**src/verilog/itc_map.vh**
```
`ifndef ITC_MAP_VH
`define ITC_MAP_VH
// register indices; byte address is four times the index
`define ITC_IDX_DATA 8'hbc
`define ITC_IDX_STATE 8'hbd
`define ITC_IDX_RATE 8'hbe
`define ITC_IDX_TMO 8'hbf
`define ITC_IDX_CON 8'hc0
`define ITC_IDX_OWN 8'hc1
`define ITC_IDX_IST 8'hd0
`define ITC_IDX_IMSK 8'hd1
// bus_control bits
`define ITC_CON_ENS 6
`define ITC_CON_STA 5
`define ITC_CON_STO 4
`define ITC_CON_SI 3
`define ITC_CON_AA 2
// timeout_control bits
`define ITC_TMO_EN 2
`define ITC_TMO_DIV 1
`define ITC_TMO_OVF 0
// interrupt status bits
`define ITC_IRQ_SI 0
`define ITC_IRQ_TMO 1
// timeout counter
`define ITC_TMO_MAX 14'h3fff
`define ITC_PRE_TIMEOUT_PRESCALE_SELECT 2'h3
// state codes
`define ITC_ST_BUSERR 8'h00
`define ITC_ST_START 8'h08
`define ITC_ST_RSTART 8'h10
`define ITC_ST_MT_SLA_ACK 8'h18
`define ITC_ST_MT_SLA_NACK 8'h20
`define ITC_ST_MT_DAT_ACK 8'h28
`define ITC_ST_MT_DAT_NACK 8'h30
`define ITC_ST_ARB_LOST 8'h38
`define ITC_ST_MR_SLA_ACK 8'h40
`define ITC_ST_MR_SLA_NACK 8'h48
`define ITC_ST_MR_DAT_ACK 8'h50
`define ITC_ST_MR_DAT_NACK 8'h58
`define ITC_ST_SR_SLA_ACK 8'h60
`define ITC_ST_SR_GC_ACK 8'h70
`define ITC_ST_SR_DAT_ACK 8'h80
`define ITC_ST_SR_DAT_NACK 8'h88
`define ITC_ST_SR_GC_DAT_ACK 8'h90
`define ITC_ST_SR_GC_DAT_NACK 8'h98
`define ITC_ST_SR_STOP 8'ha0
`define ITC_ST_ST_SLA_ACK 8'ha8
`define ITC_ST_ST_DAT_ACK 8'hb8
`define ITC_ST_ST_DAT_NACK 8'hc0
`define ITC_ST_IDLE 8'hf8
`endif

```
**src/verilog/itc_ctrl.v**
```verilog
// The implementer's own choice: register access over APB.
`timescale 1ns/1ps
`default_nettype none
`include "itc_map.vh"

// Summary of operation
// RQ1: state code register keeps low three bits zero, upper five hold code.
// RQ2: idle code f8 never raises the serial event flag.
// RQ3: entering any defined bus state sets the serial event flag.
// RQ4: code valid with the flag, kept until a cycle after flag clear.
// RQ5: start or stop inside a byte or acknowledge reports code 00.
// RQ6: timeout counter runs only with count enable and interface enable.
// RQ7: serial event flag stops the timeout counter and clears it.
// RQ8: timeout counter ticks every clock, or every fourth with prescale.
// RQ9: counter overflow sets a sticky flag cleared only by software.
// RQ10: overflow flag raises the interrupt when its mask bit allows.
// RQ11: software clears the event flag before starting the timeout counter.
// RQ12: control register holds enable, start, stop, event, ack at 6..2.
// RQ13: slave answers own seven-bit address, general call when enabled.
// RQ14: start, address, data, ack, stop follow the two-wire protocol.
module itc_ctrl (
	input wire clk_in,
	input wire nrst_in,
	input wire psel_in,
	input wire penable_in,
	input wire pwrite_in,
	input wire [11:0] paddr_in,
	input wire [31:0] pwdata_in,
	output reg [31:0] prdata_out,
	output wire pready_out,
	output reg pslverr_out,
	output reg irq_out,
	input wire scl_in,
	output wire scl_out,
	output wire scl_oe_out,
	input wire sda_in,
	output wire sda_out,
	output wire sda_oe_out
);

// -------------------------------------------------------------
// declarations
// -------------------------------------------------------------
localparam MS_IDLE = 4'b0001;
localparam MS_START = 4'b0010;
localparam MS_RUN = 4'b0100;
localparam MS_STOP = 4'b1000;

reg scl_m1, scl_s, scl_p, sda_m1, sda_s, sda_p;
reg ens, begin_condition_request, end_condition_request, si, aa, si_d;
reg [7:0] data, code, rate, own;
reg timeout_count_enable, timeout_prescale_select, timeout_overflow_flag;
reg [1:0] ist, imsk, pre, ph;
reg [13:0] tmo;
reg [3:0] mst, cnt;
reg [7:0] qcnt;
reg mscl, msda, scl_lo, sda_lo, rep;
reg active, master, first, tx, gc_hit, ackb, busy;

function reg_hit;
	input [11:0] a;
	input [7:0] idx;
	begin
		reg_hit = (a == {2'b00, idx, 2'b00});
	end
endfunction

// -------------------------------------------------------------
// pin synchronisers and bus condition detection
// -------------------------------------------------------------
// two flops before any logic sees the open-drain lines
always @(posedge clk_in or negedge nrst_in) begin
	if (!nrst_in) begin
		scl_m1 <= 1'b1;
		scl_s <= 1'b1;
		scl_p <= 1'b1;
		sda_m1 <= 1'b1;
		sda_s <= 1'b1;
		sda_p <= 1'b1;
	end else begin
		scl_m1 <= scl_in;
		scl_s <= scl_m1;
		scl_p <= scl_s;
		sda_m1 <= sda_in;
		sda_s <= sda_m1;
		sda_p <= sda_s;
	end
end

wire scl_rise = scl_s & ~scl_p;
wire scl_fall = ~scl_s & scl_p;
wire start_det = scl_s & scl_p & sda_p & ~sda_s;
wire stop_det = scl_s & scl_p & ~sda_p & sda_s;
wire gen = mst[1] | mst[3];
// a restart or stop is legal only during the first bit of a byte
wire bus_err = active & (cnt > 4'd1) & ~gen; // see RQ5
wire addressed = active & ~master & ~first;
wire gc_now = own[0] & (data == 8'h00); // see RQ13
wire match = (data[7:1] == own[7:1]) | gc_now; // see RQ13
wire ack = ~ackb;
wire bit_now = data[3'd7 - cnt[2:0]];
wire drv_bit = active & ~si & (((cnt < 4'd8) & tx & ~bit_now) |
	((cnt == 4'd8) & ~tx & aa & (~first | match))); // see RQ14

// -------------------------------------------------------------
// apb slave
// -------------------------------------------------------------
wire wr_en = psel_in & penable_in & pwrite_in;
wire setup = psel_in & ~penable_in;
assign pready_out = 1'b1;

// read data is captured in the setup cycle so it leaves a flop
always @(posedge clk_in or negedge nrst_in) begin
	if (!nrst_in) begin
		prdata_out <= 32'h0000_0000;
		pslverr_out <= 1'b0;
	end else if (setup) begin
		pslverr_out <= 1'b0;
		if (reg_hit(paddr_in, `ITC_IDX_DATA)) begin
			prdata_out <= {24'h00_0000, data};
		end else if (reg_hit(paddr_in, `ITC_IDX_STATE)) begin
			prdata_out <= {24'h00_0000, code}; // see RQ1
		end else if (reg_hit(paddr_in, `ITC_IDX_RATE)) begin
			prdata_out <= {24'h00_0000, rate};
		end else if (reg_hit(paddr_in, `ITC_IDX_TMO)) begin
			prdata_out <= {29'h0000_0000, timeout_count_enable, timeout_prescale_select, timeout_overflow_flag};
		end else if (reg_hit(paddr_in, `ITC_IDX_CON)) begin
			prdata_out <= {25'h000_0000, ens, begin_condition_request, end_condition_request, si, aa,
				2'b00}; // see RQ12
		end else if (reg_hit(paddr_in, `ITC_IDX_OWN)) begin
			prdata_out <= {24'h00_0000, own};
		end else if (reg_hit(paddr_in, `ITC_IDX_IST)) begin
			prdata_out <= {30'h0000_0000, ist};
		end else if (reg_hit(paddr_in, `ITC_IDX_IMSK)) begin
			prdata_out <= {30'h0000_0000, imsk};
		end else begin
			prdata_out <= 32'h0000_0000;
			pslverr_out <= 1'b1;
		end
	end
end

// -------------------------------------------------------------
// quarter-bit timebase for the master clock
// -------------------------------------------------------------
// released clock held low by someone else stalls the timebase
wire q_wait = ~scl_lo & ~scl_s;
wire qtick = (qcnt == rate) & ~q_wait; // see RQ14
always @(posedge clk_in or negedge nrst_in) begin
	if (!nrst_in) begin
		qcnt <= 8'h00;
	end else if (q_wait | qtick | mst[0]) begin
		qcnt <= 8'h00;
	end else begin
		qcnt <= qcnt + 8'h01;
	end
end

// -------------------------------------------------------------
// control registers, master sequencer and bit engine
// -------------------------------------------------------------
// hardware updates come after software writes so hardware wins
always @(posedge clk_in or negedge nrst_in) begin
	if (!nrst_in) begin
		ens <= 1'b0;
		begin_condition_request <= 1'b0;
		end_condition_request <= 1'b0;
		si <= 1'b0;
		aa <= 1'b0;
		si_d <= 1'b0;
		data <= 8'h00;
		code <= `ITC_ST_IDLE;
		rate <= 8'h00;
		own <= 8'h00;
		mst <= MS_IDLE;
		ph <= 2'd0;
		mscl <= 1'b0;
		msda <= 1'b0;
		rep <= 1'b0;
		scl_lo <= 1'b0;
		sda_lo <= 1'b0;
		active <= 1'b0;
		master <= 1'b0;
		first <= 1'b0;
		tx <= 1'b0;
		gc_hit <= 1'b0;
		ackb <= 1'b1;
		busy <= 1'b0;
		cnt <= 4'd0;
	end else begin
		si_d <= si;
		if (wr_en & reg_hit(paddr_in, `ITC_IDX_CON)) begin
			ens <= pwdata_in[`ITC_CON_ENS]; // see RQ12
			begin_condition_request <= pwdata_in[`ITC_CON_STA];
			end_condition_request <= pwdata_in[`ITC_CON_STO];
			aa <= pwdata_in[`ITC_CON_AA];
			if (!pwdata_in[`ITC_CON_SI])
				si <= 1'b0;
		end
		if (wr_en & reg_hit(paddr_in, `ITC_IDX_DATA))
			data <= pwdata_in[7:0];
		if (wr_en & reg_hit(paddr_in, `ITC_IDX_RATE))
			rate <= pwdata_in[7:0];
		if (wr_en & reg_hit(paddr_in, `ITC_IDX_OWN))
			own <= pwdata_in[7:0];
		// code falls back to idle one cycle after the flag clears
		if (si_d & ~si)
			code <= `ITC_ST_IDLE; // see RQ4
		if (scl_rise & active & (cnt < 4'd9))
			cnt <= cnt + 4'd1;
		// master sequencer
		case (mst)
		MS_IDLE: begin
			mscl <= 1'b0;
			msda <= 1'b0;
			if (ens & begin_condition_request & ~busy & ~si) begin
				mst <= MS_START;
				ph <= 2'd0;
				rep <= 1'b0;
				master <= 1'b0;
			end
		end
		MS_RUN: begin
			if (~master) begin
				mst <= MS_IDLE;
			end else if (~si & begin_condition_request & (cnt == 4'd0)) begin
				mst <= MS_START;
				ph <= 2'd0;
				rep <= 1'b1;
				msda <= 1'b0;
				master <= 1'b0;
			end else if (~si & end_condition_request & (cnt == 4'd0)) begin
				mst <= MS_STOP;
				ph <= 2'd0;
				msda <= 1'b1;
			end else if (qtick & ~(si & mscl)) begin
				// hold the clock low while the event flag is set
				ph <= ph + 2'd1;
				if (ph[0])
					mscl <= ~mscl; // see RQ14
			end
		end
		default: begin
			if (qtick) begin
				case (ph)
				2'd0: ph <= 2'd1;
				2'd1: begin
					mscl <= 1'b0;
					ph <= 2'd2;
				end
				2'd2: begin
					msda <= mst[1];
					ph <= 2'd3;
				end
				default: begin
					if (mst[1] & master) begin
						mscl <= 1'b1;
						mst <= MS_RUN;
						ph <= 2'd0;
					end
				end
				endcase
			end
		end
		endcase
		// bit engine: sample on rise
		if (scl_rise & active) begin
			if (cnt < 4'd8) begin
				if (~tx) begin
					data <= {data[6:0], sda_s};
				end else if (master & bit_now & ~sda_s) begin
					si <= 1'b1;
					code <= `ITC_ST_ARB_LOST;
					master <= 1'b0;
					active <= 1'b0;
				end
			end else if (cnt == 4'd8) begin
				ackb <= sda_s;
			end
		end
		// byte complete after the acknowledge clock falls
		if (scl_fall & active & (cnt == 4'd9)) begin
			cnt <= 4'd0;
			first <= 1'b0;
			if (master) begin
				si <= 1'b1; // see RQ3
				if (first) begin
					tx <= ~data[0];
					if (data[0])
						code <= ack ? `ITC_ST_MR_SLA_ACK :
							`ITC_ST_MR_SLA_NACK;
					else
						code <= ack ? `ITC_ST_MT_SLA_ACK :
							`ITC_ST_MT_SLA_NACK;
				end else if (tx) begin
					code <= ack ? `ITC_ST_MT_DAT_ACK :
						`ITC_ST_MT_DAT_NACK;
				end else begin
					code <= ack ? `ITC_ST_MR_DAT_ACK :
						`ITC_ST_MR_DAT_NACK;
				end
			end else if (first) begin
				// only our own address or an enabled general call, acknowledged, wakes software
				if (match & aa) begin
					si <= 1'b1; // see RQ13
					gc_hit <= gc_now;
					tx <= data[0] & ~gc_now;
					if (gc_now)
						code <= `ITC_ST_SR_GC_ACK;
					else if (data[0])
						code <= `ITC_ST_ST_SLA_ACK;
					else
						code <= `ITC_ST_SR_SLA_ACK;
				end else begin
					active <= 1'b0;
				end
			end else begin
				si <= 1'b1; // see RQ3
				if (~ack)
					active <= 1'b0;
				if (tx)
					code <= ack ? `ITC_ST_ST_DAT_ACK :
						`ITC_ST_ST_DAT_NACK;
				else if (gc_hit)
					code <= ack ? `ITC_ST_SR_GC_DAT_ACK :
						`ITC_ST_SR_GC_DAT_NACK;
				else
					code <= ack ? `ITC_ST_SR_DAT_ACK :
						`ITC_ST_SR_DAT_NACK;
			end
		end
		// start and stop conditions
		if (start_det | stop_det)
			busy <= start_det;
		if ((start_det | stop_det) & bus_err) begin
			si <= 1'b1;
			code <= `ITC_ST_BUSERR; // see RQ5
			active <= 1'b0;
			master <= 1'b0;
			mst <= MS_IDLE;
			end_condition_request <= 1'b0;
		end else if (start_det) begin
			active <= 1'b1;
			first <= 1'b1;
			cnt <= 4'd0;
			gc_hit <= 1'b0;
			if (mst[1]) begin
				tx <= 1'b1;
				master <= 1'b1;
				begin_condition_request <= 1'b0;
				si <= 1'b1; // see RQ3
				code <= rep ? `ITC_ST_RSTART : `ITC_ST_START;
			end else begin
				tx <= 1'b0;
				master <= 1'b0;
				if (addressed) begin
					si <= 1'b1;
					code <= `ITC_ST_SR_STOP;
				end
			end
		end else if (stop_det) begin
			active <= 1'b0;
			master <= 1'b0;
			if (addressed) begin
				si <= 1'b1;
				code <= `ITC_ST_SR_STOP;
			end
			if (mst[3]) begin
				end_condition_request <= 1'b0;
				mst <= MS_IDLE;
			end
		end
		// line drivers; outside start and stop generation, data only moves while the clock is low
		scl_lo <= mscl | (si & active & ~master);
		if (gen)
			sda_lo <= msda;
		else if (~scl_s)
			sda_lo <= drv_bit; // see RQ14
		if (!ens) begin
			active <= 1'b0;
			master <= 1'b0;
			mst <= MS_IDLE;
			scl_lo <= 1'b0;
			sda_lo <= 1'b0;
		end
	end
end

assign scl_out = 1'b0;
assign sda_out = 1'b0;
assign scl_oe_out = scl_lo;
assign sda_oe_out = sda_lo;

// -------------------------------------------------------------
// 14-bit timeout counter
// -------------------------------------------------------------
wire tmo_run = timeout_count_enable & ens; // see RQ6
wire tmo_step = timeout_prescale_select ? (pre == `ITC_PRE_TIMEOUT_PRESCALE_SELECT) : 1'b1; // see RQ8
// a stuck bus while the flag is clear ends in an overflow
wire tmo_ovf = tmo_run & ~si & tmo_step & (tmo == `ITC_TMO_MAX);
always @(posedge clk_in or negedge nrst_in) begin
	if (!nrst_in) begin
		pre <= 2'd0;
		tmo <= 14'h0000;
		timeout_count_enable <= 1'b0;
		timeout_prescale_select <= 1'b0;
		timeout_overflow_flag <= 1'b0;
	end else begin
		pre <= pre + 2'd1;
		if (si)
			tmo <= 14'h0000; // see RQ7
		else if (tmo_run & tmo_step)
			tmo <= tmo + 14'h0001; // see RQ6
		if (wr_en & reg_hit(paddr_in, `ITC_IDX_TMO)) begin
			timeout_count_enable <= pwdata_in[`ITC_TMO_EN];
			timeout_prescale_select <= pwdata_in[`ITC_TMO_DIV];
			if (!pwdata_in[`ITC_TMO_OVF])
				timeout_overflow_flag <= 1'b0;
		end
		if (tmo_ovf)
			timeout_overflow_flag <= 1'b1; // see RQ9
	end
end

// -------------------------------------------------------------
// interrupt status, mask and request
// -------------------------------------------------------------
wire [1:0] ist_set = {tmo_ovf, si & ~si_d};
wire [1:0] ist_clr = (wr_en & reg_hit(paddr_in, `ITC_IDX_IST)) ?
	pwdata_in[1:0] : 2'b00;
always @(posedge clk_in or negedge nrst_in) begin
	if (!nrst_in) begin
		ist <= 2'b00;
		imsk <= 2'b00;
		irq_out <= 1'b0;
	end else begin
		ist <= (ist & ~ist_clr) | ist_set; // see RQ2
		if (wr_en & reg_hit(paddr_in, `ITC_IDX_IMSK))
			imsk <= pwdata_in[1:0];
		irq_out <= |(ist & imsk); // see RQ10
	end
end

endmodule
`default_nettype wire

```
**config.mk**
```make
export PLATFORM = sky130hd
export DESIGN_NAME = itc_ctrl
export DESIGN_NICKNAME = d
export VERILOG_FILES = /design/src/verilog/itc_ctrl.v
export VERILOG_INCLUDE_DIRS = /design/src /design/src/verilog
export SDC_FILE = /design/constraint.sdc
export NUM_CORES = 1
export LEC_CHECK = 0
export ABC_AREA = 1
export BUFFER_PORTS_ARGS = -buffer_cell sky130_fd_sc_hd__clkbuf_2
export CELL_PAD_IN_SITES_DETAIL_PLACEMENT = 2
export CELL_PAD_IN_SITES_GLOBAL_PLACEMENT = 2
export CORE_UTILIZATION = 33
export CTS_CLUSTER_SIZE = 10
export DETAILED_ROUTE_END_ITERATION = 8
export PLACE_DENSITY_LB_ADDON = 0.1
export SKIP_CTS_REPAIR_TIMING = 1
export SYNTH_ARGS = -nofsm -noshare
export SYNTH_HDL_FRONTEND = slang
export SYNTH_SLANG_ARGS = --single-unit
export TNS_END_PERCENT = 50
```
**constraint.sdc**
```tcl
create_clock -name clk_in -period 2.15 [get_ports clk_in]
set_input_delay 0 -clock clk_in [delete_from_list [all_inputs] [get_ports clk_in]]
set_output_delay 0 -clock clk_in [all_outputs]
set_load 0.02 [all_outputs]
```
# After elaboration in Yosys (flattened, before gate mapping)
# Index checks and enable logic that the tools add are counted.
[classes]
reduce_logical = 19
eq_ne = 30
muxes = 174
n_bitwise = 91
n_addsub = 6
magnitude_cmp = 4
[op_table]
columns = ["operator", "n"]
rows = [
  ["$mux 8", 28],
  ["$mux 1", 97],
  ["$eq 12x10->1 const B", 8],
  ["$mux 4", 20],
  ["$and 1x1->1", 59],
  ["$mux 14", 2],
  ["$mux 7", 4],
  ["$mux 2", 10],
  ["$not 1->1", 20],
  ["$mux 5", 3],
  ["$add 14x1->14 const B", 1],
  ["$eq 14x14->1 const B", 1],
  ["$ne 2x2->1 const B", 7],
  ["$pmux 1 s2", 5],
  ["$add 8x1->8 const B", 1],
  ["$eq 4x4->1 const B", 2],
  ["$eq 8x8->1", 1],
  ["$logic_not 8->1", 1],
  ["$lt 4x4->1 const B", 2],
  ["$or 1x1->1", 8],
  ["$pmux 4 s2", 1],
  ["$reduce_and 4->1", 2],
  ["$reduce_and 8->1", 1],
  ["$eq 7x7->1", 1],
  ["32 further kinds", 39],
]
[word_totals]
out_inout_bits = 39
in_bits = 51
elab_cells = 366
reg_bits = 131

# Longest topological paths before layout
# Gate-level depths: netlist of run 1.
[depth]
depth_word = 17
ltp_mapped = 13
depth_no_buf = 13

# Worst setup path before layout of run 1
# Ideal clock, no wire load.
[synth_timing]
path_type = "register to register"
start = "register cnt[0]"
end = "register mst[2]"
stages_incl_launch_ff = 11
path_buffers = 0
t_required_ns = 2.029
setup_ns = 0.121
path_slack_ns = 0.411
period_less_slack_ns = 1.739
t_arrival_ns = 1.617
path_cell_list = "dfrtp_1 > inv_2 > ha_1 > o21ai_0 > nand2_2 > nor2_2 > inv_2 > o21ai_1 > or2_1 > or2_1 > a21oi_2"
[synth_between]
elab_chain_len = 11
elab_cells_between_ends = 16
classes_between = "1 x order compare; 9 x mux; 5 x bitwise; 1 x reduce/logical"
[synth_lines]
columns = ["element", "line", "text"]
rows = [
  ["start, declared", "itc_ctrl.v:55", "reg [3:0] mst, cnt;"],
  ["start signal, assigned", "itc_ctrl.v:210", "cnt <= cnt + 4'd1;"],
  ["$logic_not 4->1", "itc_ctrl.v:226, itc_ctrl.v:232", ""],
  ["$and 1x1->1", "itc_ctrl.v:232", "end else if (~si & end_condition_request & (cnt == 4'd0)) begin"],
  ["$mux 4", "itc_ctrl.v:232", ""],
  ["$mux 4", "itc_ctrl.v:226", "end else if (~si & begin_condition_request & (cnt == 4'd0)) begin"],
  ["$mux 4", "itc_ctrl.v:224", "if (~master) begin"],
  ["$pmux 4 s2", "itc_ctrl.v:212", "case (mst)"],
  ["$mux 4", "itc_ctrl.v:368", "if (mst[3]) begin"],
  ["$mux 4", "itc_ctrl.v:361", "end else if (stop_det) begin"],
  ["$mux 4", "itc_ctrl.v:342", "end else if (start_det) begin"],
  ["$mux 4 *", "itc_ctrl.v:335", "if ((start_det | stop_det) & bus_err) begin"],
  ["$mux 4 *", "itc_ctrl.v:379", "if (!ens) begin"],
  ["end signal, assigned", "itc_ctrl.v:340", "mst <= MS_IDLE;"],
  ["end signal, assigned", "itc_ctrl.v:370", "mst <= MS_IDLE;"],
  ["end signal, assigned", "itc_ctrl.v:382", "mst <= MS_IDLE;"],
  ["end, declared", "itc_ctrl.v:55", ""],
]
# Every way passes the cells marked *; elsewhere a longest branch is shown, timed or not.
# A chain may end at the register's enable or synchronous reset.

# Final worst setup path of run 1
[layout_timing]
start = "register si"
end = "register mst[1]"
[layout_between]
elab_chain_len = 12
elab_cells_between_ends = 16
classes_between = "10 x mux; 6 x bitwise"
[layout_lines]
columns = ["element", "line", "text"]
rows = [
  ["start, declared", "itc_ctrl.v:50", "reg ens, begin_condition_request, end_condition_request, si, aa, si_d;"],
  ["start signal, assigned", "itc_ctrl.v:168", "si <= 1'b0;"],
  ["start signal, assigned", "itc_ctrl.v:198", "si <= 1'b0;"],
  ["start signal, assigned", "itc_ctrl.v:272", "si <= 1'b1;"],
  ["$not 1->1 *", "itc_ctrl.v:216, itc_ctrl.v:226, itc_ctrl.v:232", ""],
  ["$and 1x1->1 (2 in series)", "itc_ctrl.v:232", ""],
  ["$mux 4", "itc_ctrl.v:232", ""],
  ["$mux 4", "itc_ctrl.v:226", ""],
  ["$mux 4", "itc_ctrl.v:224", ""],
  ["$pmux 4 s2 *", "itc_ctrl.v:212", ""],
  ["$mux 4", "itc_ctrl.v:368", ""],
  ["$mux 4", "itc_ctrl.v:361", ""],
  ["$mux 4 *", "itc_ctrl.v:342", ""],
  ["$mux 4 *", "itc_ctrl.v:335", ""],
  ["$mux 4 *", "itc_ctrl.v:379", ""],
]
# Marked as above.

==> impl_summary.log, run 1 <==
INFO  metric synth_compound_gate_area_share = 13.7%
INFO  metric wire_length_of_the_first_global_routing_pass = 34400 µm
INFO  metric dr.first_iter.drc_count = 165
INFO  metric violations = hold timing
INFO  metric critical_path_class = reg -> reg
INFO  metric yosys.area_share.simple = 29.7%
INFO  metric report.final.hold_viol_count = 1
INFO  metric gp_congestion = 0.854
INFO  metric wl_met1 = 9560 µm
INFO  metric outcome = complete, but fails checks
INFO  metric cp_slowest_cell = sky130_fd_sc_hd__dfrtp_1
INFO  metric timing_max_transition_violations_final = 0
INFO  metric detail-route-antenna-nets = 0
INFO  metric ys_seq_elements = 107
INFO  metric p_switching = 1020 µW
INFO  metric crit_path_cell_trace = nor2_1 > inv_1 > nor3_1 > nor4_1 > nor2_1 > inv_1 > nor2_1 > a21oi_1 > nor2_1
INFO  metric cpMostUsedCell = sky130_fd_sc_hd__nor2_1
INFO  metric dieArea = 19900 µm²
INFO  metric max-clock-path-buffers = 2
INFO  metric total_of_endpoints_with_negative_setup_slack_in_the_final_report = 0
INFO  metric routed_wirelength = 21200 µm
INFO  metric place.detailed.instances = 1158
INFO  metric n_fill_cell = 2247
INFO  metric grt_pass1_vias = 6440
INFO  metric fin_tns_setup = 0 ns
INFO  metric core_area = 18800 µm²
INFO  metric dr_total_vias = 5957
INFO  metric layout_worst_path_cycle_share = 93.2%
INFO  metric synthesis.instances = 853
INFO  metric cts_tree = yes
INFO  metric grt_max_degree = 108
INFO  metric clk_root_buffer_cell = sky130_fd_sc_hd__clkbuf_16
INFO  metric ff_latch_area = 2690 µm²
INFO  metric critical_path.n_buffers_inverters = 2
INFO  metric clock-skew-final = 0.00973 ns
INFO  metric maximum_ir_drop_on_the_vdd_rail = 0.000380 V
INFO  metric share_seq_of_total_power = 50.3%
INFO  metric cts.htree.levels = 3
INFO  metric place.detailed.hpwl = 16900 µm
INFO  metric hp-class = in -> reg
INFO  metric rsz0062_at_grt = true
INFO  metric synthXorXnorAreaFrac = 0.137%
INFO  metric finalNonFillerCells = 1185
INFO  metric min_delay_path_depth = 4
INFO  metric initial_core_util = 33.9%
INFO  metric post-route-drc-count = 0
INFO  metric startpoint = si
INFO  metric largest_family_of_logic_cells_by_synthesized_area = simple AND/OR/NAND/NOR gates
INFO  metric yosys_warnings = 0
INFO  metric worst_skew_pair.late_latency = 0.37 ns
INFO  metric final_net_count = 986
INFO  metric area_growth_syn_to_layout = 15.1%
INFO  metric finish.utilization = 39.0%
INFO  metric launch_point_of_the_worst_reg_to_reg_path = si
INFO  metric layout-drive-gt1-share = 14.3%
INFO  metric worstRegToRegCells = 9
INFO  metric die_h = 141 µm
INFO  metric die_x = 141 µm
INFO  metric timing.critical_path.required = 2.41 ns
INFO  metric final_hold_slack = -0.00395 ns
INFO  metric power_report.internal_total = 3050 µW
INFO  metric power.share.switching = 25.2%
INFO  metric rr_endpoint = mst[1]
INFO  metric synthDistinctLibCells = 47
INFO  metric synth_seq_area_share = 42.2%
INFO  metric timing.max_cap.violations = 0
INFO  metric layout_commonest_cell = sky130_fd_sc_hd__nand2_1
INFO  metric top_layer_used = met4
INFO  metric worst_setup_path_start_kind = register
INFO  metric worstSetupEndpointType = register
INFO  metric critPathMaxStageDelay = 0.60 ns
INFO  metric io_pins = 90
INFO  metric met3RoutedLength = 613 µm
INFO  metric global_route.usage.total = 22.4%
INFO  metric timing.slew.headroom = 53.5%
INFO  metric layout_common_cells = 193 x sky130_fd_sc_hd__nand2_1, 114 x sky130_fd_sc_hd__inv_1, 94 x sky130_fd_sc_hd__dfrtp_1
INFO  metric dr_wl_met2 = 10600 µm
INFO  metric fmaxAchievable = 499 MHz
INFO  metric clkTransAtPathRegs = 0.08 ns
INFO  metric slew_worst_pin = 0.698 ns
INFO  metric post_drt_wl_per_cell = 17.9 µm
INFO  metric drt_pre_antenna_iters = 4
INFO  metric cp_top_family = simple AND/OR/NAND/NOR gates
INFO  metric numClockSinks = 107
INFO  metric power_leakage = 0.00344 µW
INFO  metric finalPower = 4070 µW
INFO  metric synth_mux_area_share = 0%
INFO  metric globalRoute.totalOverflow = 0
INFO  metric power_density = 555 nW/µm²
INFO  metric routed_via_density = 5.03
INFO  metric num_rows = 50
INFO  metric final.min_clock_period = 2.00 ns
INFO  metric buffer_ports.inserted = 38
INFO  metric min-delay-start = penable_in
INFO  metric post_synth_instance_area = 6380 µm²
INFO  metric rrSetupSlack = 0.15 ns
INFO  metric tritoncts.num_buffers = 9
INFO  metric worst-path-max-fanout = 7
INFO  metric clkPwrFrac = 43.7%
INFO  metric worst_ep_arrival_time = 2.26 ns
INFO  metric multi_input_comb_area = 3090 µm²
INFO  metric avgSynthCellArea = 7.47 µm²
INFO  metric synthAdderAreaFrac = 2.94%
INFO  metric n_antenna_cell = 0
INFO  metric hold-path-endpoint = prdata_out[0]
INFO  metric antenna_violations_before_repair = 0
INFO  metric power.combinational.fraction = 6.0%
==> tightest hold or removal path, stage by stage <==
cell	delay, ns
sky130_fd_sc_hd__clkbuf_2	0.09
sky130_fd_sc_hd__nor2_1	0.10
sky130_fd_sc_hd__nand2_1	0.09
sky130_fd_sc_hd__nand2_1	0.04
==> sequential cells by signal, summed over array words and instances (netlist names), 4 cells and up <==
name        count
prdata_out      8
data            8
mst             4
code            8
rate            8
qcnt            8
own             8
tmo            14
cnt             4
==> worst max path at each step <==
stage               endpoint  depth (start not counted)  slack [ns]
floorplan             mst[2]                         10        0.41
global placement      mst[2]                         10        0.17
detailed placement    mst[2]                         10        0.14
CTS                   mst[2]                          9        0.08
global route          tmo[9]                          6      -0.001
finish                mst[1]                          9        0.15
==> synth_stat cells (all sizes together) <==
library cell	count	area (µm²)
nor3b	4	30.0
a22o	1	8.76
ha	15	188
conb	2	7.51
and3	2	12.5
o21ai	81	405
nand2	198	761
nand2b	1	6.26
nand3	51	270
dfstp	13	342
nor2	93	402
a211oi	3	22.5
nor3	24	141
clkinv	1	3.75
buf	31	228
xor2	1	8.76
inv	122	458
dfrtp	94	2350
a21oi	39	203
o2111ai	1	8.76
nor4	6	52.6
o22ai	8	50.1
o211ai	16	120
a31oi	3	18.8
o41ai	1	8.76
nand4	24	163
o31ai	1	7.51
a21boi	1	7.51
or2	9	56.3
o21bai	1	11.3
clkbuf	6	22.5
==> power groups by stage <==
stage / logic (µW) / clock network (µW) / registers [µW]
finish: 244 / 1780 / 2050
global route: 270 / 1910 / 2050
CTS: 230 / 1840 / 2050
detailed placement: 229 / 0 / 2090
global placement: 222 / 0 / 2090
floorplan: 150 / 0 / 2080
==> metal layers <==
layer,global-route usage [%],up-vias
met5,0,-
met4,6.75,0
met3,3.77,27
met2,40.4,93
met1,27.3,2966
li1,-,2871
==> through the flow <==
stage	worst slack [ns]	cell area, µm²
3_5_place_dp	0.139	6890
5_1_grt	-0.00139	7340
4_1_cts	0.0788	7200
2_1_floorplan	0.411	6470
3_3_place_gp	0.169	6890
6_report	0.146	7340
==> logic make-up after synthesis <==
| family | after synthesis |
|---|---|
| other | 2 |
| buffers and inverters | 160 |
| and+or+nand+nor | 412 |
| AOI/OAI and AO/OA | 156 |
| DFF | 107 |
| adders and majority gates | 15 |
| xor gates and xnor gates | 1 |
==> cell type report <==
type	instances	area share, %
Multi-Input combinational cell	611	42.1
Sequential cell	107	36.7
Inverter	123	6.29
Timing Repair Buffer	68	6.24
Tap cell	260	4.43
Clock buffer	10	3.26
Clock inverter	6	0.972
No activity file was read; power rests on OpenSTA's default activity.
==> inputs of run 2 (changes only) <==
--- a/config.mk
+++ b/config.mk
@@ -13,7 +13,7 @@
 export CORE_UTILIZATION = 33
 export CTS_CLUSTER_SIZE = 10
 export DETAILED_ROUTE_END_ITERATION = 8
-export PLACE_DENSITY_LB_ADDON = 0.1
+export PLACE_DENSITY = 0.85
 export SKIP_CTS_REPAIR_TIMING = 1
 export SYNTH_ARGS = -nofsm -noshare
 export SYNTH_HDL_FRONTEND = slang
==> run 2 against run 1 <==
Effect of this change:
- the flow still finishes with violations (hold timing)
- register-to-register slack better by 0.06 ns
- core utilization is 0.15 points higher
- sequential share of layout area is 0.14 points lower
- final area is 0.38% higher
- fmax is 2.9% higher
- worst setup slack better by 0.057 ns
- first-iteration DRC count is 26% higher
- combinational power is 4% higher
- via count is 3.1% higher
- largest cell class unchanged
==> impl_summary.log, run 2 (synthesis gave the netlist of run 1 again) <==
INFO  metric power_leakage = 0.00347 µW (+0.90%)
INFO  metric final_net_count = 993 (+0.71%)
INFO  metric p_switching = 1090 µW (+6.2%)
INFO  metric fmaxAchievable = 514 MHz (+2.9%)
INFO  metric cp_top_family = simple AND/OR/NAND/NOR gates
INFO  metric critical_path_class = reg -> reg
INFO  metric share_seq_of_total_power = 49.7% (-0.6 points)
INFO  metric wire_length_of_the_first_global_routing_pass = 36200 µm (+5.2%)
INFO  metric dr.first_iter.drc_count = 208 (+26%)
INFO  metric finish.utilization = 39.1% (+0.15 points)
INFO  metric slew_worst_pin = 0.680 ns (-0.0180 ns)
INFO  metric power.share.switching = 26.4% (+1.3 points)
INFO  metric final.min_clock_period = 1.95 ns (-0.0566 ns)
INFO  metric place.detailed.hpwl = 17000 µm (+0.61%)
INFO  metric worstSetupEndpointType = register
INFO  metric hp-class = in -> reg
INFO  metric area_growth_syn_to_layout = 15.5%
INFO  metric globalRoute.totalOverflow = 0 (unchanged)
INFO  metric drt_pre_antenna_iters = 4 (unchanged)
INFO  metric final_hold_slack = -0.0284 ns (-0.0245 ns)
INFO  metric global_route.usage.total = 23.5% (+1.1 points)
INFO  metric cts.htree.levels = 3 (unchanged)
INFO  metric rsz0062_at_grt = false
INFO  metric dr_total_vias = 6144 (+3.1%)
INFO  metric routed_via_density = 5.15 (+2.5%)
INFO  metric total_of_endpoints_with_negative_setup_slack_in_the_final_report = 0 (unchanged)
INFO  metric finish.instance_area = 7370 µm² (+0.38%)
INFO  metric timing.critical_path.required = 2.45 ns (+0.04 ns)
INFO  metric largest_reg_flops = 14 (unchanged)
INFO  metric outcome = complete, but fails checks
INFO  metric timing_max_transition_violations_final = 0 (unchanged)
INFO  metric n_antenna_cell = 0 (unchanged)
INFO  metric tritoncts.num_buffers = 9 (unchanged)
INFO  metric grt_pass1_vias = 6814 (+5.8%)
INFO  metric cts_tree = yes
INFO  metric power.combinational.fraction = 6.1% (about the same)
INFO  metric fin_tns_setup = 0 ns (unchanged)
INFO  metric report.final.hold_viol_count = 8 (+7)
INFO  metric power_density = 559 nW/µm² (+0.71%)
INFO  metric core_area = 18800 µm² (unchanged)
INFO  metric initial_core_util = 33.9% (unchanged)
INFO  metric post_drt_wl_per_cell = 18.7 µm (+4.2%)
INFO  metric registers.top_by_ff_count = tmo
INFO  metric layout-drive-gt1-share = 14.7% (+0.43 points)
INFO  metric clkPwrFrac = 44.1% (+0.4 points)
INFO  metric crit_path_cell_trace = inv_1 > nand2_1 > nand2_1 > nand3_1 > o21bai_4 > nand3_1 > nand3_1 > nand2_1 > nand3_1 > nand2_1 > a21oi_1
INFO  metric worst_skew_pair.late_latency = 0.37 ns (about the same)
INFO  metric clk_root_buffer_cell = sky130_fd_sc_hd__clkbuf_16
INFO  metric numClockSinks = 107 (unchanged)
INFO  metric timing.max_cap.violations = 0 (unchanged)
INFO  metric maximum_ir_drop_on_the_vdd_rail = 0.000364 V (-4.2%)
INFO  metric grt_max_degree = 45 (-58%)
INFO  metric violations = hold timing
INFO  metric max-clock-path-buffers = 2 (unchanged)
INFO  metric detail-route-antenna-nets = 0 (unchanged)
INFO  metric critPathMaxStageDelay = 0.41 ns (-0.19 ns)
INFO  metric pre_cts_slack = 0.183 ns (+0.0433 ns)
INFO  metric die_x = 141 µm (unchanged)
INFO  metric clock-skew-final = 0.0126 ns (+0.00286 ns)
INFO  metric layout_worst_path_cycle_share = 90.6% (-2.6 points)
INFO  metric dpl_cell_area = 6960 µm² (+0.98%)
INFO  metric io_pins = 90 (unchanged)
INFO  metric clkTransAtPathRegs = 0.08 ns (about the same)
INFO  metric num_rows = 50 (unchanged)
INFO  metric setup_ws = 0.203 ns (+0.0566 ns)
INFO  metric die_h = 141 µm (unchanged)
INFO  metric dieArea = 19900 µm² (unchanged)
INFO  metric gp_congestion = 0.859 (+0.63%)
INFO  metric post-route-drc-count = 0 (unchanged)
INFO  metric routed_wirelength = 22200 µm (+4.8%)
INFO  metric antenna_violations_before_repair = 0 (unchanged)
INFO  metric layout_commonest_cell = sky130_fd_sc_hd__nand2_1
INFO  metric timing.slew.headroom = 54.7% (+1.2 points)
INFO  metric worst-path-max-fanout = 6 (-1)
INFO  metric layout_common_cells = 193 x sky130_fd_sc_hd__nand2_1, 114 x sky130_fd_sc_hd__inv_1, 94 x sky130_fd_sc_hd__dfrtp_1
INFO  metric critical_path.n_buffers_inverters = 1 (-1)
INFO  metric worst_setup_path_start_kind = register
INFO  metric cp_slowest_cell = sky130_fd_sc_hd__dfrtp_1
INFO  metric power_report.internal_total = 3030 µW (-0.62%)
INFO  metric worst_ep_arrival_time = 2.25 ns (about the same)
INFO  metric buffer_ports.inserted = 38 (unchanged)
==> run 2: tightest hold or removal path: cells and delay by family <==
kind	cells	cell delay [ns]
AO/OA/AOI/OAI	1	0.10
buffers and inverters	1	0.12
AND/OR/NAND/NOR	1	0.08
==> run 2: power groups by stage <==
| stage | clock (µW) | sequential [µW] | combinational (µW) |
|---|---|---|---|
| final | 1820 | 2050 | 253 |
| after global routing | 1910 | 2050 | 280 |
| after CTS | 1840 | 2050 | 243 |
| after detailed placement | 0 | 2090 | 241 |
| after global placement | 0 | 2080 | 234 |
| after floorplan | 0 | 2080 | 150 |
==> run 2: area by class of cell <==
cell class / count / area, µm²
Clock buffer: 9 / 225
Clock inverter: 7 / 82.6
Fill cell: 2202 / 11500
Inverter: 123 / 462
Multi-Input combinational cell: 611 / 3070
Sequential cell: 107 / 2690
Tap cell: 260 / 325
Timing Repair Buffer: 75 / 505
==> run 2: worst paths after layout <==
kind | depth (start not counted) | startpoint | endpoint | slack, ns
max | 11 | data[6] | code[5] | 0.20
min reg2reg | 0 | scl_m1 | scl_s | 0.36
min | 3 | pwdata_in[0] | timeout_overflow_flag | -0.03
max reg2reg | 11 | data[6] | code[5] | 0.20
min in group asynchronous | 2 | nrst_in | tmo[3] | 0.20
max in group asynchronous | 3 | nrst_in | scl_m1 | 1.19
==> run 2: per-stage QoR <==
step	hold slack [ns]	std cells	power [µW]
2_1_floorplan	-0.296	878	2240
3_3_place_gp	0.0743	1167	2320
3_5_place_dp	0.0820	1167	2330
4_1_cts	-0.309	1183	4130
5_1_grt	-0.0100	1192	4240
6_report	-0.0284	1192	4120
==> run 2: per-layer routing <==
metal  wire (µm)  global-route usage (%)  vias up  part of all wire (%)
met5           0                       0        -                     0
met4         733                    11.2        0                   3.3
met3         853                    2.65       47                   3.8
met2       11200                    41.8      135                    50
met1        9480                    28.4     3067                    43
li1            -                       -     2895                     -
==> inputs of run 3 (changes only) <==
--- a/config.mk
+++ b/config.mk
@@ -10,10 +10,10 @@
 export BUFFER_PORTS_ARGS = -buffer_cell sky130_fd_sc_hd__clkbuf_2
 export CELL_PAD_IN_SITES_DETAIL_PLACEMENT = 2
 export CELL_PAD_IN_SITES_GLOBAL_PLACEMENT = 2
-export CORE_UTILIZATION = 33
+export CORE_UTILIZATION = 36
 export CTS_CLUSTER_SIZE = 10
 export DETAILED_ROUTE_END_ITERATION = 8
-export PLACE_DENSITY = 0.85
+export PLACE_DENSITY = 0.91
 export SKIP_CTS_REPAIR_TIMING = 1
 export SYNTH_ARGS = -nofsm -noshare
 export SYNTH_HDL_FRONTEND = slang
==> constraint.sdc (replaced) <==
create_clock -name clk_in -period 2.4 [get_ports clk_in]
set_input_delay 0 -clock clk_in [delete_from_list [all_inputs] [get_ports clk_in]]
set_output_delay 0 -clock clk_in [all_outputs]
set_load 0.02 [all_outputs]
==> run 3 against run 2 <==
Effect of this change:
- the flow still finishes with violations (hold timing)
- final area down 3.0%
- sequential share of layout area rose by 1.2 points
- die area is 8.2% lower
- register-to-register slack got worse by 0.06 ns
- routed wire length rose by 13%
- first-iteration DRC count increased by 18%
- clock-buffer cell count unchanged
- combinational power is 11% lower
- highest routed layer unchanged
==> impl_summary.log, run 3 (synthesis gave the netlist of run 1 again) <==
INFO  metric report.final.hold_viol_count = 1 (-7)
INFO  metric io_pins = 90 (unchanged)
INFO  metric core_area = 17300 µm² (-8.1%)
INFO  metric registers.top_by_ff_count = tmo
INFO  metric worstRegToRegCells = 10 (-1)
INFO  metric hp-class = in -> reg
INFO  metric layout_worst_path_cycle_share = 94.0% (+3.4 points)
INFO  metric finish.utilization = 41.3% (+2.2 points)
INFO  metric antenna_violations_before_repair = 1 (+1)
INFO  metric global_route.usage.total = 28.3% (+4.7 points)
INFO  metric grt_pass1_vias = 7091 (+4.1%)
INFO  metric pre_cts_slack = 0.290 ns (+0.107 ns)
INFO  metric outcome = complete, but fails checks
INFO  metric slew_worst_pin = 0.628 ns (-0.0519 ns)
INFO  metric timing.critical_path.required = 2.70 ns (+0.25 ns)
INFO  metric post_drt_wl_per_cell = 22.1 µm (+19%)
INFO  metric worst_ep_arrival_time = 2.56 ns (+0.31 ns)
INFO  metric rr_endpoint = code[5]
INFO  metric dr.first_iter.drc_count = 245 (+18%)
INFO  metric fmaxAchievable = 443 MHz (-14%)
INFO  metric globalRoute.totalOverflow = 0 (unchanged)
INFO  metric dr_total_vias = 6399 (+4.2%)
INFO  metric buffer_ports.inserted = 38 (unchanged)
INFO  metric numClockSinks = 107 (unchanged)
INFO  metric maximum_ir_drop_on_the_vdd_rail = 0.000333 V (-8.4%)
INFO  metric layout_commonest_cell = sky130_fd_sc_hd__nand2_1
INFO  metric place.detailed.hpwl = 16700 µm (-1.6%)
INFO  metric num_rows = 48 (-4.0%)
INFO  metric clkTransAtPathRegs = 0.08 ns (about the same)
INFO  metric total_of_endpoints_with_negative_setup_slack_in_the_final_report = 0 (unchanged)
INFO  metric n_fill_cell = 2027 (-7.9%)
INFO  metric cts_tree = yes
INFO  metric grt_max_degree = 49 (+8.9%)
INFO  metric timing.max_cap.violations = 0 (unchanged)
INFO  metric tritoncts.num_buffers = 9 (unchanged)
INFO  metric final.min_clock_period = 2.26 ns (+0.309 ns)
INFO  metric dieArea = 18200 µm² (-8.2%)
INFO  metric max-clock-path-buffers = 2 (unchanged)
INFO  metric power_leakage = 0.00336 µW (-3.1%)
INFO  metric area_growth_syn_to_layout = 12.0%
INFO  metric final_net_count = 972 (-2.1%)
INFO  metric worst_skew_pair.late_latency = 0.37 ns (about the same)
INFO  metric clock-skew-final = 0.0112 ns (-0.00142 ns)
INFO  metric final_hold_slack = -0.00929 ns (+0.0192 ns)
INFO  metric initial_core_util = 36.9% (+3.0 points)
INFO  metric layout_common_cells = 193 x sky130_fd_sc_hd__nand2_1, 115 x sky130_fd_sc_hd__inv_1, 93 x sky130_fd_sc_hd__dfrtp_1
INFO  metric rrSetupSlack = 0.14 ns (-0.06 ns)
INFO  metric gp_congestion = 0.836 (-2.7%)
INFO  metric launch_point_of_the_worst_reg_to_reg_path = data[1]
INFO  metric cts.htree.levels = 3 (unchanged)
INFO  metric min_delay_path_depth = 4 (+1)
INFO  metric worst-path-max-fanout = 6 (unchanged)
INFO  metric die_x = 135 µm (-4.2%)
INFO  metric fin_tns_setup = 0 ns (unchanged)
INFO  metric clk_root_buffer_cell = sky130_fd_sc_hd__clkbuf_16
INFO  metric worst_setup_path_start_kind = register
INFO  metric worstSetupEndpointType = register
INFO  metric largest_reg_flops = 14 (unchanged)
INFO  metric routed_via_density = 5.63 (+9.2%)
INFO  metric rsz0062_at_grt = false
INFO  metric wire_length_of_the_first_global_routing_pass = 39200 µm (+8.1%)
INFO  metric multi_input_comb_area = 3070 µm² (about the same)
INFO  metric routed_wirelength = 25200 µm (+13%)
INFO  metric ff_latch_area = 2700 µm² (about the same)
INFO  metric violations = hold timing
INFO  metric timing_max_transition_violations_final = 0 (unchanged)
INFO  metric power_density = 507 nW/µm² (-9.3%)
INFO  metric layout-drive-gt1-share = 13.1% (-1.6 points)
INFO  metric detail-route-antenna-nets = 0 (unchanged)
INFO  metric timing.slew.headroom = 58.0% (+3.3 points)
INFO  metric setup_ws = 0.144 ns (-0.0589 ns)
INFO  metric die_h = 135 µm (-4.2%)
INFO  metric critical_path_class = reg -> reg
INFO  metric hold-path-endpoint = prdata_out[7]
INFO  metric drt_pre_antenna_iters = 4 (unchanged)
INFO  metric finalPower = 3620 µW (-12%)
INFO  metric post-route-drc-count = 0 (unchanged)
INFO  metric min-delay-start = penable_in
-- run 3: power breakdown --
| group | total, µW | internal, µW | leakage [µW] | switching, µW |
|---|---|---|---|---|
| clock network | 1560 | 736 | 0.000144 | 823 |
| logic | 224 | 52.1 | 0.00186 | 172 |
| registers | 1840 | 1820 | 0.00136 | 16.2 |
| total | 3620 | 2610 | 0.00336 | 1010 |
-- run 3: metrics by stage --
stage | instance area [µm²] | std cells
floorplan | 6470 | 878
global placement | 6770 | 1113
detailed placement | 6770 | 1113
CTS | 7060 | 1129
global route | 7140 | 1137
finish | 7140 | 1137
-- run 3: how the worst max path moves through the flow --
| stage | from | end | slack (ns) |
|---|---|---|---|
| finish | data[1] | code[5] | 0.14 |
| floorplan | cnt[0] | mst[2] | 0.66 |
| global route | data[1] | code[5] | 0.02 |
| CTS | cnt[0] | mst[2] | 0.11 |
| detailed placement | cnt[0] | mst[2] | 0.29 |
| global placement | cnt[0] | mst[2] | 0.35 |
-- run 3: layout make-up --
cell class              instances  share of cell area, %
flip-flops and latches        107                   37.7
inverters                     123                   6.46
well taps                     225                   3.94
clock buffers                   9                   3.15
repair buffers                 54                   4.80
diodes                          1                 0.0350
multi-input cells             611                   43.0
clock inverters                 7                  0.893
-- run 3: critical path, stage by stage, from the launching register on --
cell                       delay (ns)
sky130_fd_sc_hd__dfrtp_1         0.43
sky130_fd_sc_hd__inv_1           0.28
sky130_fd_sc_hd__nand3_1         0.12
sky130_fd_sc_hd__nor2_1          0.29
sky130_fd_sc_hd__o21bai_2        0.27
sky130_fd_sc_hd__nand3_1         0.22
sky130_fd_sc_hd__nand3_1         0.15
sky130_fd_sc_hd__nand2_1         0.09
sky130_fd_sc_hd__nand3_1         0.11
sky130_fd_sc_hd__nand2_1         0.08
sky130_fd_sc_hd__a21oi_1         0.15
-- run 3: per-layer routing --
layer  track usage, %  vias to the layer above  share of wire, %
met2             49.1                      171                50
met4             15.7                        0               4.4
met5                0                        -                 0
met3             4.80                       76               3.7
li1                 -                     2851                 -
met1             32.9                     3301                42
